==> src/core/cca_map.vh <==
`ifndef CCA_MAP_VH
`define CCA_MAP_VH

`define CCA_AW 4
`define CCA_DW 16

`define CCA_REG_OPA 4'h0
`define CCA_REG_OPB 4'h1
`define CCA_REG_CTRL 4'h2
`define CCA_REG_CMD 4'h3
`define CCA_REG_SUM 4'h4
`define CCA_REG_STAT 4'h5
`define CCA_REG_ACC 4'h6
`define CCA_REG_CNT8 4'h7
`define CCA_REG_CNT16 4'h8
`define CCA_REG_PROD 4'h9

`define CCA_CTRL_SUB 0
`define CCA_CTRL_INIT 1
`define CCA_CTRL_WLO 2
`define CCA_CTRL_WHI 3
`define CCA_CTRL_CRUN 4
`define CCA_CTRL_UP 5
`define CCA_CTRL_ARUN 6
`define CCA_CTRL_BITS 7
`define CCA_CTRL_RST 7'h20

`define CCA_CMD_CLR 0
`define CCA_CMD_LOAD 1
`define CCA_CMD_ACLR 2
`define CCA_CMD_CRST 3
`define CCA_CMD_MUL 4

`define CCA_ST_COUT 0
`define CCA_ST_GT 1
`define CCA_ST_EQ 2
`define CCA_ST_LT 3
`define CCA_ST_AND 4
`define CCA_ST_NAND 5
`define CCA_ST_OR 6
`define CCA_ST_NOR 7
`define CCA_ST_AND12 8
`define CCA_ST_BUSY 9

`define CCA_W16 2'h0
`define CCA_W8 2'h1
`define CCA_W4 2'h2
`define CCA_TOP16 15
`define CCA_TOP8 7
`define CCA_TOP4 3
`define CCA_MASK16 16'hffff
`define CCA_MASK8 16'h00ff
`define CCA_MASK4 16'h000f

`define CCA_MUL_W 8
`define CCA_MUL_LAST 3'h7

`endif

==> src/core/cca_top.v <==
// Overview of operation
// RQ1 - Carry mux passes bypass operand when select low, incoming carry when high.
// RQ2 - Carry mux output feeds the next stage's carry or leaves as general output.
// RQ3 - Select comes from bit's lookup XOR; zero select always passes bypass operand.
// RQ4 - Constant one select always propagates carry, built inside the mux.
// RQ5 - Each slice holds a lower and an upper carry stage, two bits per slice.
// RQ6 - Stage offers chain output and a split general output, both usable together.
// RQ7 - Sum XOR combines half sum, equal to carry select, with incoming carry.
// RQ8 - Sum XOR carry comes from previous mux or a chain initialising signal.
// RQ9 - Sum XOR result drives combinational output or the registered output.
// RQ10 - Each sum bit is the lookup XOR XORed again with incoming carry.
// RQ11 - Partial-product gate takes two fixed inputs and drives only the bypass operand.
// RQ12 - In a multiplier bit the product gate duplicates one lookup AND term.
// RQ13 - No OR-chain element; sum-of-products OR is done in lookup logic.
// RQ14 - 16-input AND/NAND/NOR/OR use carry muxes; 12-input gates do not.
// RQ15 - 8- and 16-bit up-counters with clear and clock enable on the chain.
// RQ16 - Counters with clear, parallel load, enable and a direction control.
// RQ17 - 8- and 16-bit counters with reset and clock enable on the chain.
// RQ18 - 4/8/16-bit adders, adder/subtractors and accumulators use carry muxes and sum XORs.
// RQ19 - 8- and 16-bit magnitude comparators use carry muxes only, no sum XORs.
// RQ20 - Subtract inverts second operand and forces initial carry to one.
// RQ21 - Counters: clear/reset over load over count; all only with clock enable.
`timescale 1ns/100ps
`default_nettype none
`include "cca_map.vh"

module cca_top (
	input wire clock,
	input wire rst,
	input wire ce,
	input wire [`CCA_AW-1:0] addr,
	input wire [`CCA_DW-1:0] wdata,
	input wire wr_stb,
	input wire rd_stb,
	output reg [`CCA_DW-1:0] rdata_q
);

	localparam ST_IDLE = 1'b0;
	localparam ST_MUL = 1'b1;

	function carry_mux;
		input sel;
		input bypass_operand;
		input carry_in;
		begin
			carry_mux = sel ? carry_in : bypass_operand; // see RQ1
		end
	endfunction

	function sum_xor;
		input half_sum_in;
		input carry_in;
		begin
			sum_xor = half_sum_in ^ carry_in; // see RQ10
		end
	endfunction

	function cca_hit;
		input [`CCA_AW-1:0] a;
		input [`CCA_AW-1:0] idx;
		begin
			cca_hit = a == idx;
		end
	endfunction

	// The lower stage's chain output feeds the upper stage with no routing between
	function [2:0] cca_slice;
		input [1:0] a;
		input [1:0] b;
		input carry_in;
		reg lower_half;
		reg upper_half;
		reg lower_carry_stage;
		reg upper_carry_stage;
		reg lower_sum;
		reg upper_sum;
		begin
			lower_half = a[0] ^ b[0]; // see RQ3
			upper_half = a[1] ^ b[1]; // see RQ3
			lower_carry_stage = carry_mux(lower_half, a[0], carry_in); // see RQ1
			upper_carry_stage = carry_mux(upper_half, a[1], lower_carry_stage); // see RQ2
			lower_sum = sum_xor(lower_half, carry_in); // see RQ8
			upper_sum = sum_xor(upper_half, lower_carry_stage); // see RQ7
			cca_slice = {upper_carry_stage, upper_sum, lower_sum}; // see RQ5
		end
	endfunction

	function integer cca_top_bit;
		input [1:0] w;
		begin
			case (w)
				`CCA_W8: cca_top_bit = `CCA_TOP8;
				`CCA_W4: cca_top_bit = `CCA_TOP4;
				default: cca_top_bit = `CCA_TOP16;
			endcase
		end
	endfunction

	function [15:0] cca_mask;
		input [1:0] w;
		begin
			case (w)
				`CCA_W8: cca_mask = `CCA_MASK8;
				`CCA_W4: cca_mask = `CCA_MASK4;
				default: cca_mask = `CCA_MASK16;
			endcase
		end
	endfunction

	// Ripple chain of slices; every width ends on an upper stage
	function [16:0] cca_add;
		input [15:0] a;
		input [15:0] b;
		input cin;
		input [1:0] w;
		reg c;
		reg co;
		reg [2:0] r;
		reg [15:0] s;
		integer i;
		begin
			c = cin; // see RQ8
			co = 1'b0;
			s = 16'h0000;
			for (i = 0; i < 16; i = i + 2) begin
				r = cca_slice(a[i +: 2], b[i +: 2], c); // see RQ5
				s[i +: 2] = r[1:0]; // see RQ10
				c = r[2];
				if (i + 1 == cca_top_bit(w)) begin
					co = c; // see RQ6
				end
			end
			cca_add = {co, s & cca_mask(w)}; // see RQ18
		end
	endfunction

	// Magnitude compare on muxes alone; bits above the width count as equal
	function [1:0] cca_cmp;
		input [15:0] a;
		input [15:0] b;
		input [1:0] w;
		reg gt;
		reg eq;
		reg sel;
		reg [15:0] m;
		integer i;
		begin
			gt = 1'b0;
			eq = 1'b1;
			m = cca_mask(w);
			for (i = 0; i < 16; i = i + 1) begin
				sel = ~(a[i] ^ b[i]) | ~m[i];
				gt = carry_mux(sel, a[i], gt); // see RQ19
				eq = carry_mux(sel, 1'b0, eq); // see RQ19
			end
			cca_cmp = {eq, gt};
		end
	endfunction

	function cca_wide_and;
		input [15:0] x;
		reg c;
		integer i;
		begin
			c = 1'b1; // see RQ4
			for (i = 0; i < 16; i = i + 1) begin
				c = carry_mux(x[i], 1'b0, c); // see RQ14
			end
			cca_wide_and = c;
		end
	endfunction

	// One multiplier row; the product gate feeds only the bypass operand
	function [15:0] cca_mac_row;
		input [15:0] p;
		input [15:0] a;
		input bj;
		reg c;
		reg pg;
		reg hs;
		reg [15:0] s;
		integer i;
		begin
			c = 1'b0;
			s = 16'h0000;
			for (i = 0; i < 16; i = i + 1) begin
				pg = a[i] & bj; // see RQ11
				hs = (a[i] & bj) ^ p[i]; // see RQ12
				s[i] = sum_xor(hs, c);
				c = carry_mux(hs, pg, c); // see RQ11
			end
			cca_mac_row = s;
		end
	endfunction

	reg [15:0] opa_q;
	reg [15:0] opb_q;
	reg [`CCA_CTRL_BITS-1:0] ctrl_q;
	reg [15:0] sum_q;
	reg cout_q;
	reg [1:0] cmp_q;
	reg [3:0] gate_q;
	reg and12_q;
	reg [15:0] acc_q;
	reg [7:0] cnt8_q;
	reg [15:0] cnt16_q;
	reg [15:0] prod_q;
	reg [15:0] mcand_q;
	reg [7:0] mplier_q;
	reg [2:0] step_q;
	reg state_q;

	wire wr_opa = wr_stb && cca_hit(addr, `CCA_REG_OPA);
	wire wr_opb = wr_stb && cca_hit(addr, `CCA_REG_OPB);
	wire wr_ctrl = wr_stb && cca_hit(addr, `CCA_REG_CTRL);
	wire wr_cmd = wr_stb && cca_hit(addr, `CCA_REG_CMD);
	wire cmd_clr = wr_cmd && wdata[`CCA_CMD_CLR];
	wire cmd_load = wr_cmd && wdata[`CCA_CMD_LOAD];
	wire cmd_aclr = wr_cmd && wdata[`CCA_CMD_ACLR];
	wire cmd_crst = wr_cmd && wdata[`CCA_CMD_CRST];
	wire cmd_mul = wr_cmd && wdata[`CCA_CMD_MUL];

	wire sub = ctrl_q[`CCA_CTRL_SUB];
	wire [1:0] wsel = ctrl_q[`CCA_CTRL_WHI:`CCA_CTRL_WLO];
	wire up = ctrl_q[`CCA_CTRL_UP];
	wire [15:0] opb_eff = sub ? ~opb_q : opb_q; // see RQ20
	wire cin_eff = sub | ctrl_q[`CCA_CTRL_INIT]; // see RQ20

	wire [16:0] add_res = cca_add(opa_q, opb_eff, cin_eff, wsel);
	wire [16:0] acc_res = cca_add(acc_q, opb_eff, cin_eff, wsel);
	// Down counting adds all ones; up counting is a forced carry into a zero operand
	wire [15:0] step_b = up ? 16'h0000 : 16'hffff;
	wire [16:0] c8_res = cca_add({8'h00, cnt8_q}, step_b, up, `CCA_W8); // see RQ15
	wire [16:0] c16_res = cca_add(cnt16_q, step_b, up, `CCA_W16); // see RQ15
	wire [1:0] cmp_res = cca_cmp(opa_q, opb_q, wsel == `CCA_W8 ? `CCA_W8 : `CCA_W16);
	wire and16 = cca_wide_and(opa_q);
	wire nor16 = cca_wide_and(~opa_q);
	wire nand16 = ~and16;
	wire or16 = ~nor16;
	// Less-than needs no chain of its own: it is neither greater nor equal
	wire cmp_lt = ~cmp_q[1] & ~cmp_q[0];

	always @(posedge clock) begin
		if (rst) begin
			opa_q <= 16'h0000;
			opb_q <= 16'h0000;
			ctrl_q <= `CCA_CTRL_RST;
		end else if (ce && wr_stb) begin
			if (wr_opa) begin
				opa_q <= wdata;
			end
			if (wr_opb) begin
				opb_q <= wdata;
			end
			if (wr_ctrl) begin
				ctrl_q <= wdata[`CCA_CTRL_BITS-1:0];
			end
		end
	end

	// Results are registered so every result read is a flop output, except less-than, which is decoded from cmp_q
	always @(posedge clock) begin
		if (rst) begin
			sum_q <= 16'h0000;
			cout_q <= 1'b0;
			cmp_q <= 2'h0;
			gate_q <= 4'h0;
			and12_q <= 1'b0;
		end else if (ce) begin
			sum_q <= add_res[15:0]; // see RQ9
			cout_q <= add_res[16];
			cmp_q <= cmp_res;
			gate_q <= {nor16, or16, nand16, and16}; // see RQ14
			// Twelve inputs fit lookups, so no chain is spent here; OR also stays in logic
			and12_q <= &opa_q[11:0]; // see RQ13
		end
	end

	always @(posedge clock) begin
		if (rst) begin
			acc_q <= 16'h0000;
		end else if (ce) begin
			if (cmd_aclr) begin
				acc_q <= 16'h0000;
			end else if (ctrl_q[`CCA_CTRL_ARUN]) begin
				acc_q <= acc_res[15:0]; // see RQ18
			end
		end
	end

	// Reset and clear share one priority level, above load and count
	// Both counters wrap silently; no terminal count leaves the block
	always @(posedge clock) begin
		if (rst) begin
			cnt8_q <= 8'h00;
			cnt16_q <= 16'h0000;
		end else if (ce) begin // see RQ21
			if (cmd_crst || cmd_clr) begin // see RQ17
				cnt8_q <= 8'h00;
				cnt16_q <= 16'h0000;
			end else if (cmd_load) begin // see RQ16
				cnt8_q <= opa_q[7:0];
				cnt16_q <= opa_q;
			end else if (ctrl_q[`CCA_CTRL_CRUN]) begin
				cnt8_q <= c8_res[7:0]; // see RQ16
				cnt16_q <= c16_res[15:0];
			end
		end
	end

	// Shift-add multiply of the low operand bytes, one row per cycle
	always @(posedge clock) begin
		if (rst) begin
			state_q <= ST_IDLE;
			prod_q <= 16'h0000;
			mcand_q <= 16'h0000;
			mplier_q <= 8'h00;
			step_q <= 3'h0;
		end else if (ce) begin
			case (state_q)
				ST_IDLE: begin
					if (cmd_mul) begin
						state_q <= ST_MUL;
						prod_q <= 16'h0000;
						mcand_q <= {8'h00, opa_q[7:0]};
						mplier_q <= opb_q[7:0];
						step_q <= 3'h0;
					end
				end
				ST_MUL: begin
					prod_q <= cca_mac_row(prod_q, mcand_q, mplier_q[0]); // see RQ12
					mcand_q <= {mcand_q[14:0], 1'b0};
					mplier_q <= {1'b0, mplier_q[7:1]};
					step_q <= step_q + 3'h1;
					if (step_q == `CCA_MUL_LAST) begin
						state_q <= ST_IDLE;
					end
				end
				default: begin
					state_q <= ST_IDLE;
				end
			endcase
		end
	end

	wire [15:0] stat_word = {6'h00, state_q, and12_q, gate_q, cmp_lt, cmp_q, cout_q};

	// Held, not cleared, while enable is low so a frozen read stays visible
	always @(posedge clock) begin
		if (rst) begin
			rdata_q <= 16'h0000;
		end else if (ce) begin
			if (rd_stb) begin
				case (addr)
					`CCA_REG_OPA: rdata_q <= opa_q;
					`CCA_REG_OPB: rdata_q <= opb_q;
					`CCA_REG_CTRL: rdata_q <= {9'h000, ctrl_q};
					`CCA_REG_SUM: rdata_q <= sum_q;
					`CCA_REG_STAT: rdata_q <= stat_word;
					`CCA_REG_ACC: rdata_q <= acc_q;
					`CCA_REG_CNT8: rdata_q <= {8'h00, cnt8_q};
					`CCA_REG_CNT16: rdata_q <= cnt16_q;
					`CCA_REG_PROD: rdata_q <= prod_q;
					default: rdata_q <= 16'h0000;
				endcase
			end else begin
				rdata_q <= 16'h0000;
			end
		end
	end

endmodule

`default_nettype wire

==> config.mk <==
export PLATFORM = sky130hd
export DESIGN_NAME = cca_top
export DESIGN_NICKNAME = d
export VERILOG_FILES = /design/src/core/cca_top.v
export VERILOG_INCLUDE_DIRS = /design/src /design/src/core
export SDC_FILE = /design/constraint.sdc
export NUM_CORES = 1
export LEC_CHECK = 0
export ABC_AREA = 1
export BUFFER_PORTS_ARGS = -buffer_cell sky130_fd_sc_hd__buf_2
export CAP_MARGIN = 10
export CORE_MARGIN = 5
export CORE_UTILIZATION = 50
export CTS_BUF_LIST = sky130_fd_sc_hd__clkbuf_8 sky130_fd_sc_hd__clkbuf_16
export DETAILED_ROUTE_END_ITERATION = 16
export GPL_TIMING_DRIVEN = 0
export MAX_ROUTING_LAYER = met4
export PLACE_DENSITY = 0.69
export SLEW_MARGIN = 40
export SYNTH_ARGS = -nofsm -noshare
export SYNTH_HDL_FRONTEND = slang
export SYNTH_SLANG_ARGS = --single-unit
==> constraint.sdc <==
create_clock -name clock -period 3.4 [get_ports clock]
set_input_delay 0.51 -clock clock [delete_from_list [all_inputs] [get_ports clock]]
set_output_delay 0.51 -clock clock [all_outputs]
set_load 0.05 [all_outputs]
==> results.md, run 1 <==
- Final WL: 34570 µm
- Synth top area cells: dfxtp_1, nand2_1, a21oi_1, inv_1, nand3_1
- Synth cell types: 54
- Yosys warns: 0
- CP Launch Type: register
- Layout area overhead: 19.05%
- Core Area: 0.01940 mm²
- Total number of vias: 10799
- Die Height: 150.1 µm
- Setup-failing EPs final: 3
- Slew HR: 0.4237
- M2 GR Usage: 0.4742
- Io pins: 41
- Max-cap violation count: 0
- Slowest cell on crit path: fa_2
- Share of the synthesized area in the top cell type: 0.3326
- Mapped Cells: 1506
- Mapped Area: 0.009812 mm²
- Final setup TNS: -1.155 ns
- CP Max Fanout: 5
- Required time worst endpoint: 3.77 ns
- H-tree levels: 4
- Clock skew: 0.01038 ns
- Total design power: 4.249 mW
- DP HPWL: 25860 µm
- Clock-pin slew on the worst setup and hold paths: 0.07 ns
- Grt total ovfl: 0
- Met3 Usage GRT: 0.06663
- Syn nets: 1543
- CTS tree: done
- Antenna Cells: 0
- Busiest grt layer: met2
- Top cell by count, worst path: nand2_2
- Routability cong.: 0.9832
- Die X: 150.1 µm
- Final min period: 3.829 ns
- Clock sinks: 163
- Fillers: 1890
- Setup repair after global routing missed its margin: yes
- DRT antenna net count: 0
- Final worst path period share: 1.126
- Port-buffer cells: 39
- First-pass GRT wire length: 52950 µm
- Final net count: 1651
- Vias in the first global route: 9640
- First-pass DRT Iterations: 9
- Initial antenna violation count: 0
- TritonCTS buffer count: 17
- Seq/Total Area, Yosys: 0.3326
- Vias per cell: 5.714
- Maximum vdd drop: 351.3 µV
- Number of synthesized flops with an enable pin: 0
- Die area: 0.02253 mm²
- M1 GR Usage: 0.4067
- Max Clk Rate: 261.2 MHz
- Worst-Skew Late Latency: 0.44 ns
- Pins Over Slew Limit: 0
- Clock root buffer master: clkbuf_16
- Share of cells above drive strength 1: 0.1594
- Register bit total from synthesis: 163
- Total global-route track usage: 0.3146
- Status: finished, violations left
- Starting DRT DRC Count: 1035
- Area leader, netlist: dfxtp_1
- Worst-margin pin slew: 0.8645 ns
- CTS max path bufs: 2
- Power per cell area: 363.7 mW/mm²
- Mean Syn Cell Area: 6.515 µm²
- CP peak stage delay: 0.38 ns
- Crit Path Category: reg -> reg
- Endpoints failing hold: 0
- Async set-or-reset flop fraction in the synthesized netlist: 0
- Routed wire per std cell: 18.29 µm
- Hold crit path type: in -> reg
- Initial Utilization: 0.5058
- CP endpoint kind: register
- Post-route DRC: 0
- Row count: 51
- Crit path DAT: 4.20 ns
- Largest net degree at the start of global routing: 29
- Leakage: 4.806 nW
- Slack of the critical path: -0.4289 ns
- Failing checks: setup timing
- Ys flop type: dfxtp_1
[kinds of logic after synthesis]
logic type | synth area share
adders and majority gates | 0.01862
buffers and inverters | 0.09360
and+or+nand+nor | 0.2955
xor gates and xnor gates | 0.05777
AOI/OAI and AO/OA | 0.2020
DFF | 0.3326
[timing repair]
item / 4_1_cts / 5_1_grt
endpoints found under the setup margin: 11 / 15
endpoints found under the hold margin: 0 / 0
setup buffers: 26 / 30
hold buffers: 0 / 0
resized for setup: 25 / 66
gates cloned: 1 / 1
pin swaps: 20 / 38
[synthesized netlist by cell type, drive strengths merged (2+ instances only)]
cell type / instances
a211oi: 7
a21oi: 157
a31oi: 18
a32oi: 2
and2: 2
buf: 13
clkbuf: 51
clkinv: 5
dfxtp: 163
fa: 3
ha: 9
inv: 167
nand2: 481
nand3: 97
nand3b: 4
nand4: 5
nor2: 75
nor3: 5
nor4: 6
o2111ai: 13
o211ai: 8
o21ai: 92
o221ai: 5
o22ai: 29
o31ai: 3
o41ai: 6
or2: 10
xnor2: 28
xor2: 32
[registers in the layout, indices dropped and copies added, names as in the netlist, 16 cells and up]
register,flops
acc_q,16
cnt16_q,16
mcand_q,16
opa_q,16
opb_q,16
prod_q,16
rdata_q,16
sum_q,16
[final timing paths]
path,start,endpoint,slack (ns),cells past startpoint
setup / recovery,ctrl_q[0],cout_q,-0.43,34
hold / removal,wdata[14],opb_q[14],0.37,3
setup reg to reg,ctrl_q[0],cout_q,-0.43,34
hold reg to reg,rdata_q[5],rdata_q[5],0.46,2
[metrics by stage]
stage               cell area, µm²  hold WS (ns)  std cells  setup WS [ns]  utilization
global placement             10360        0.4520       1810        -0.7176       0.5342
global route                 11680        0.3719       1890        -0.5989       0.6022
floorplan                     9836        0.4410       1506        -0.1262            -
detailed placement           10360        0.4519       1810        -0.7566       0.5342
CTS                          11250        0.3556       1865        -0.4365       0.5800
finish                       11680        0.3683       1890        -0.4289       0.6022
[critical path, delay by kind of cell, from the launching register on]
| kind | cells | cell delay (ns) |
|---|---|---|
| buffers and inverters | 1 | 0.16 |
| flip-flops | 1 | 0.37 |
| AND/OR/NAND/NOR | 27 | 2.01 |
| AO/OA/AOI/OAI | 4 | 0.49 |
| adder cells (fa/ha/maj) | 2 | 0.70 |
[where the power goes]
group	internal (mW)	switching, mW	leakage (nW)
sequential	1.93	0.0229	1.32
combinational	0.125	0.252	3.21
clock	1.10	0.815	0.279
[layout make-up]
class | instances | area [µm²] | area share
clock inverters | 11 | 113.9 | 0.009747
repair buffers | 91 | 619.3 | 0.05302
inverters | 172 | 650.6 | 0.05570
clock buffers | 19 | 452.9 | 0.03877
multi-input cells | 1107 | 5946 | 0.5090
flip-flops and latches | 163 | 3284 | 0.2812
well taps | 265 | 331.6 | 0.02838
plain buffers | 62 | 282.8 | 0.02421
[metal layers]
layer | share of wire | up-vias | wire length [µm]
li1 | - | 5177 | -
met1 | 0.41 | 4957 | 14150
met2 | 0.45 | 556 | 15540
met3 | 0.093 | 109 | 3231
met4 | 0.047 | 0 | 1640
met5 | 0 | - | 0
[cell usage in the layout, fill, tap and decap left out, types with 4 or more instances in the layout]
master	n
a211oi_1	7
a21oi_1	153
a21oi_2	4
a31oi_1	17
buf_1	5
buf_2	41
buf_4	52
clkbuf_1	49
clkbuf_16	18
clkinv_1	5
dfxtp_1	156
dfxtp_4	5
ha_1	8
inv_1	162
inv_2	5
nand2_1	408
nand2_2	70
nand3_1	87
nand3_2	7
nand3b_1	4
nand4_1	5
nor2_1	70
nor3_1	5
nor4_1	6
o2111ai_1	13
o211ai_1	8
o21ai_0	87
o221ai_1	5
o22ai_1	29
o41ai_1	6
or2_2	8
xnor2_1	22
xnor2_4	5
xor2_1	29
Power figures use the tool's default switching activity.
==> inputs of run 2 (changes only) <==
--- a/config.mk
+++ b/config.mk
@@ -14,7 +14,6 @@
 export CTS_BUF_LIST = sky130_fd_sc_hd__clkbuf_8 sky130_fd_sc_hd__clkbuf_16
 export DETAILED_ROUTE_END_ITERATION = 16
 export GPL_TIMING_DRIVEN = 0
-export MAX_ROUTING_LAYER = met4
 export PLACE_DENSITY = 0.69
 export SLEW_MARGIN = 40
 export SYNTH_ARGS = -nofsm -noshare
==> constraint.sdc (replaced) <==
create_clock -name clock -period 3.4 [get_ports clock]
set_input_delay 0.17 -clock clock [delete_from_list [all_inputs] [get_ports clock]]
set_output_delay 0.17 -clock clock [all_outputs]
set_load 0.05 [all_outputs]
==> results.md, run 2 (synthesis gave the netlist of run 1 again) <==
- Routability cong.: 1.003 (+2.0%)
- CP Max Fanout: 5 (unchanged)
- CP endpoint kind: register
- Leakage: 4.839 nW (+0.68%)
- Initial Utilization: 0.5058 (unchanged)
- Crit Path Category: reg -> reg
- Setup repair after global routing missed its margin: yes
- Share of cells above drive strength 1: 0.1598 (+0.0004187)
- Placed cell area: 0.01036 mm² (unchanged)
- Total number of vias: 10969 (+1.6%)
- Die X: 150.1 µm (unchanged)
- Slowest cell on crit path: fa_2
- Clock sinks: 163 (unchanged)
- CTS max path bufs: 2 (unchanged)
- Total global-route track usage: 0.3004 (-0.01421)
- Core Area: 0.01940 mm² (unchanged)
- DP Cell Count: 1810 (unchanged)
- Port-buffer cells: 39 (unchanged)
- Final setup TNS: -1.467 ns (-0.3126 ns)
- Initial antenna violation count: 0 (unchanged)
- Vias in the first global route: 9627 (-0.13%)
- Row count: 51 (unchanged)
- Die area: 0.02253 mm² (unchanged)
- Max Clk Rate: 253.8 MHz (-2.8%)
- Total design power: 4.426 mW (+4.2%)
- Pins Over Slew Limit: 0 (unchanged)
- Clock skew: 0.01028 ns (-0.00009490 ns)
- Hold-fix buffers, CTS: 0 (unchanged)
- Internal power: 3.302 mW (+4.5%)
- Commonest non-fill, non-tap cells in the layout: nand2_1, inv_1, dfxtp_1
- Worst-margin pin slew: 0.8350 ns (-0.02952 ns)
- Antenna Cells: 0 (unchanged)
- DP HPWL: 25510 µm (-1.3%)
- Final min period: 3.939 ns (+0.1106 ns)
- Worst-Skew Late Latency: 0.44 ns (about the same)
- Net Sw Frac: 0.2540 (-0.002372)
- Final worst path period share: 1.159 (+0.03252)
- Power per cell area: 376.6 mW/mm² (+3.5%)
- Io pins: 41 (unchanged)
- Failing checks: setup timing
- Routed wire per std cell: 18.45 µm (+0.87%)
- Slack of the critical path: -0.5395 ns (-0.1106 ns)
- Max-cap violation count: 0 (unchanged)
- CTS tree: done
- Final core utilization: 0.6058 (+0.003677)
- H-tree levels: 4 (unchanged)
- Status: finished, violations left
- CP Launch Type: register
- Commonest non-fill, non-tap cell in the layout: nand2_1
- CP peak stage delay: 0.38 ns (about the same)
- Required time worst endpoint: 3.77 ns (about the same)
- Crit path DAT: 4.31 ns (+0.11 ns)
- Hold WS: 0.02214 ns (-0.3462 ns)
- Switching pwr: 1.124 mW (+3.2%)
- Slew HR: 0.4434 (+0.01968)
- Starting DRT DRC Count: 1295 (+25%)
- Post-route insts no fill: 1892 (+0.11%)
- Post-route DRC: 0 (unchanged)
- Final WL: 34900 µm (+0.98%)
- Layout area overhead: 19.78%
- Vias per cell: 5.798 (+1.5%)
- Die Height: 150.1 µm (unchanged)
- TritonCTS buffer count: 17 (unchanged)
- Clock-pin slew on the worst setup and hold paths: 0.07 ns (about the same)
- Grt total ovfl: 0 (unchanged)
- DRT antenna net count: 0 (unchanged)
- Top cell by count, worst path: nand2_2
- Logic pwr share: 0.086 (-0.003)
- Setup-failing EPs final: 5 (+2)
- Clock Power Share: 0.472 (+0.020)
- First-pass DRT Iterations: 7 (-2)
- Largest net degree at the start of global routing: 29 (unchanged)
- First-pass GRT wire length: 52150 µm (-1.5%)
- Maximum vdd drop: 354.3 µV (+0.87%)
- Final net count: 1652 (+0.061%)
- Setup WS pre-CTS: -0.7024 ns (+0.05428 ns)
- Hold crit path type: in -> reg
- Clock root buffer master: clkbuf_16
- Endpoints failing hold: 0 (unchanged)
- Flop pwr share: 0.441 (-0.019)
- Post-route cell area: 0.01175 mm² (+0.61%)
==> run 2: timing repair <==
action / 4_1_cts / 5_1_grt
gates cloned: 1 / 1
pin swaps: 19 / 44
setup buffers: 29 / 35
gates resized for setup: 24 / 74
setup endpoints to repair: 10 / 14
==> run 2: layer usage <==
| layer | track usage | wire length, µm | up-vias |
|---|---|---|---|
| met2 | 0.4767 | 15360 | 610 |
| met1 | 0.3989 | 14180 | 5032 |
| li1 | - | - | 5183 |
| met5 | 0 | 0 | - |
| met3 | 0.05360 | 3382 | 144 |
| met4 | 0.1359 | 1982 | 0 |
==> run 2: power by group through the flow <==
stage | sequential, mW | clock [mW] | combinational, mW
after detailed placement | 2.00 | 0 | 0.323
final | 1.95 | 2.09 | 0.381
after global routing | 1.95 | 2.19 | 0.408
after CTS | 1.95 | 2.09 | 0.345
after floorplan | 1.99 | 0 | 0.216
after global placement | 2.00 | 0 | 0.319
==> run 2: final timing paths <==
kind,startpoint,endpoint,slack [ns],cells after the start
setup / recovery,ctrl_q[0],cout_q,-0.54,34
hold / removal,wdata[8],opb_q[8],0.02,3
setup reg to reg,ctrl_q[0],cout_q,-0.54,34
hold reg to reg,rdata_q[5],rdata_q[5],0.46,2
==> run 2: cell type report <==
class / count / area (µm²)
clock buffer: 18 / 439.2
clock inverter: 13 / 183.9
tap: 265 / 331.6
inverter: 172 / 650.6
multi-input combinational: 1107 / 5903
buffer: 62 / 282.8
timing repair buffer: 92 / 676.9
fill: 1892 / 7646
sequential: 163 / 3284
==> run 2: worst max-delay path: cells and delay by family, from the launching register on <==
family                   cells  cell delay [ns]
AND/OR/NAND/NOR             27             2.10
adder cells (fa/ha/maj)      2             0.72
buffers and inverters        1             0.15
AO/OA/AOI/OAI                4             0.54
flip-flops                   1             0.37
==> inputs of run 3 (changes only) <==
--- a/config.mk
+++ b/config.mk
@@ -7,7 +7,7 @@
 export NUM_CORES = 1
 export LEC_CHECK = 0
 export ABC_AREA = 1
-export BUFFER_PORTS_ARGS = -buffer_cell sky130_fd_sc_hd__buf_2
+export BUFFER_PORTS_ARGS = -buffer_cell sky130_fd_sc_hd__clkbuf_2
 export CAP_MARGIN = 10
 export CORE_MARGIN = 5
 export CORE_UTILIZATION = 50
==> results.md, run 3 (synthesis gave the netlist of run 1 again) <==
- Crit Path Category: reg -> reg
- First-pass GRT wire length: 55410 µm (+6.3%)
- CP startpoint: opa_q[0]
- Power per cell area: 357.2 mW/mm² (-5.2%)
- Hold WS: 0.01019 ns (-0.01195 ns)
- Share of cells above drive strength 1: 0.1836 (+0.02382)
- Port-buffer cells: 39 (unchanged)
- Crit path DAT: 4.44 ns (+0.13 ns)
- Pins Over Slew Limit: 0 (unchanged)
- Total design power: 4.274 mW (-3.4%)
- Status: finished, violations left
- Endpoints failing hold: 0 (unchanged)
- R2R depth: 33 (-2.9%)
- Die area: 0.02253 mm² (unchanged)
- Clock skew: 0.01139 ns (+0.001107 ns)
- Hold-fix buffers, CTS: 0 (unchanged)
- CP Max Fanout: 5 (unchanged)
- Top cell by count, worst path: nand2_2
- Commonest non-fill, non-tap cells in the layout: nand2_1, inv_1, dfxtp_1
- CP Launch Type: register
- Hold crit path type: in -> reg
- Slew HR: 0.4319 (-0.01141)
- Post-route cell area: 0.01196 mm² (+1.8%)
- Maximum vdd drop: 391.0 µV (+10%)
- Final min period: 4.072 ns (+0.1329 ns)
- Failing checks: setup timing
- Largest net degree at the start of global routing: 29 (unchanged)
- Max Clk Rate: 245.6 MHz (-3.3%)
- Post-route DRC: 0 (unchanged)
- Layout area overhead: 21.93%
- Setup WS pre-CTS: -0.7505 ns (-0.04811 ns)
- Commonest non-fill, non-tap cell in the layout: nand2_1
- Antenna Cells: 0 (unchanged)
- H-tree levels: 4 (unchanged)
- DP HPWL: 25550 µm (+0.16%)
- Worst-margin pin slew: 0.8521 ns (+0.01712 ns)
- Final WL: 36220 µm (+3.8%)
- CP peak stage delay: 0.49 ns (+0.11 ns)
- Required time worst endpoint: 3.77 ns (about the same)
- First-pass DRT Iterations: 8 (+1)
- Initial Utilization: 0.5058 (unchanged)
- Initial antenna violation count: 0 (unchanged)
- CP endpoint kind: register
- Worst reg-to-reg setup slack: -0.67 ns (-0.13 ns)
- Row count: 51 (unchanged)
- Routed wire per std cell: 18.81 µm (+1.9%)
- Vias per cell: 5.804 (+0.12%)
- Clock-pin slew on the worst setup and hold paths: 0.07 ns (about the same)
- CTS tree: done
- Clock root buffer master: clkbuf_16
- Reg-to-reg startpoint: opa_q[0]
- R2r endpoint: cout_q
- Total global-route track usage: 0.3203 (+0.01983)
- Slowest cell on crit path: dfxtp_2
- Final worst path period share: 1.198 (+0.03908)
- Grt total ovfl: 0 (unchanged)
- Setup repair after global routing missed its margin: yes
- Max-cap violation count: 0 (unchanged)
- Final net count: 1685 (+2.0%)
- Worst-Skew Late Latency: 0.45 ns (about the same)
- Setup-failing EPs final: 6 (+1)
- Leakage: 4.936 nW (+2.0%)
- TritonCTS buffer count: 17 (unchanged)
- Final setup TNS: -2.835 ns (-1.368 ns)
- Io pins: 41 (unchanged)
- Setup crit end: cout_q
- Die Height: 150.1 µm (unchanged)
- Clock sinks: 163 (unchanged)
- Post-route insts no fill: 1926 (+1.8%)
- Vias in the first global route: 10171 (+5.7%)
- DP Cell Count: 1810 (unchanged)
- DRT antenna net count: 0 (unchanged)
- Placed cell area: 0.01036 mm² (unchanged)
- CTS max path bufs: 2 (unchanged)
- Slack of the critical path: -0.6724 ns (-0.1329 ns)
- Die X: 150.1 µm (unchanged)
- Starting DRT DRC Count: 1153 (-11%)
- Final core utilization: 0.6167 (+0.01090)
- Routability cong.: 0.9964 (-0.67%)
- Core Area: 0.01940 mm² (unchanged)
- Total number of vias: 11179 (+1.9%)
-- run 3: metal layers --
| layer | track usage | wire, µm | share of wire | vias up |
|---|---|---|---|---|
| li1 | - | - | - | 5251 |
| met1 | 0.4128 | 13950 | 0.39 | 5207 |
| met2 | 0.5044 | 16300 | 0.45 | 572 |
| met3 | 0.06390 | 3770 | 0.10 | 149 |
| met4 | 0.1729 | 2199 | 0.061 | 0 |
| met5 | 0 | 0 | 0 | - |
-- run 3: where the power goes --
group          total [mW]  switching (mW)  internal (mW)
Clock                1.92           0.888           1.03
Sequential           1.95          0.0236           1.93
Combinational       0.398           0.261          0.137
Total                4.27            1.17           3.10
-- run 3: worst min-delay path by stage --
stage / from / endpoint / slack (ns) / depth (start not counted)
2_1_floorplan: wdata[5] / ctrl_q[5] / 0.30 / 2
3_3_place_gp: step_q[1] / step_q[1] / 0.45 / 2
3_5_place_dp: rdata_q[8] / rdata_q[8] / 0.46 / 2
4_1_cts: wdata[11] / opb_q[11] / 0.01 / 3
5_1_grt: wdata[11] / opb_q[11] / 0.02 / 3
6_report: wdata[11] / opb_q[11] / 0.01 / 3
-- run 3: cell type report --
type                    instances  area [µm²]
multi-input cells            1107        5938
flip-flops and latches        163        3283
inverters                     172       648.1
clock buffers                  18       439.2
clock inverters                14       131.4
fillers                      1836        7435
repair buffers                125       909.6
plain buffers                  62       282.8
well taps                     265       331.6
-- run 3: critical path, delay by kind of cell, from the launching register on --
kind	cells	cell delay, ns
AO/OA/AOI/OAI	4	0.61
adder cells (fa/ha/maj)	2	0.71
buffers and inverters	2	0.24
flip-flops	1	0.49
AND/OR/NAND/NOR	25	1.96
-- run 3: repair_timing --
item	CTS	global route
gates resized for setup	25	77
setup endpoints to repair	11	16
buffers inserted	81	24
pin swaps	22	44
gates cloned	1	1
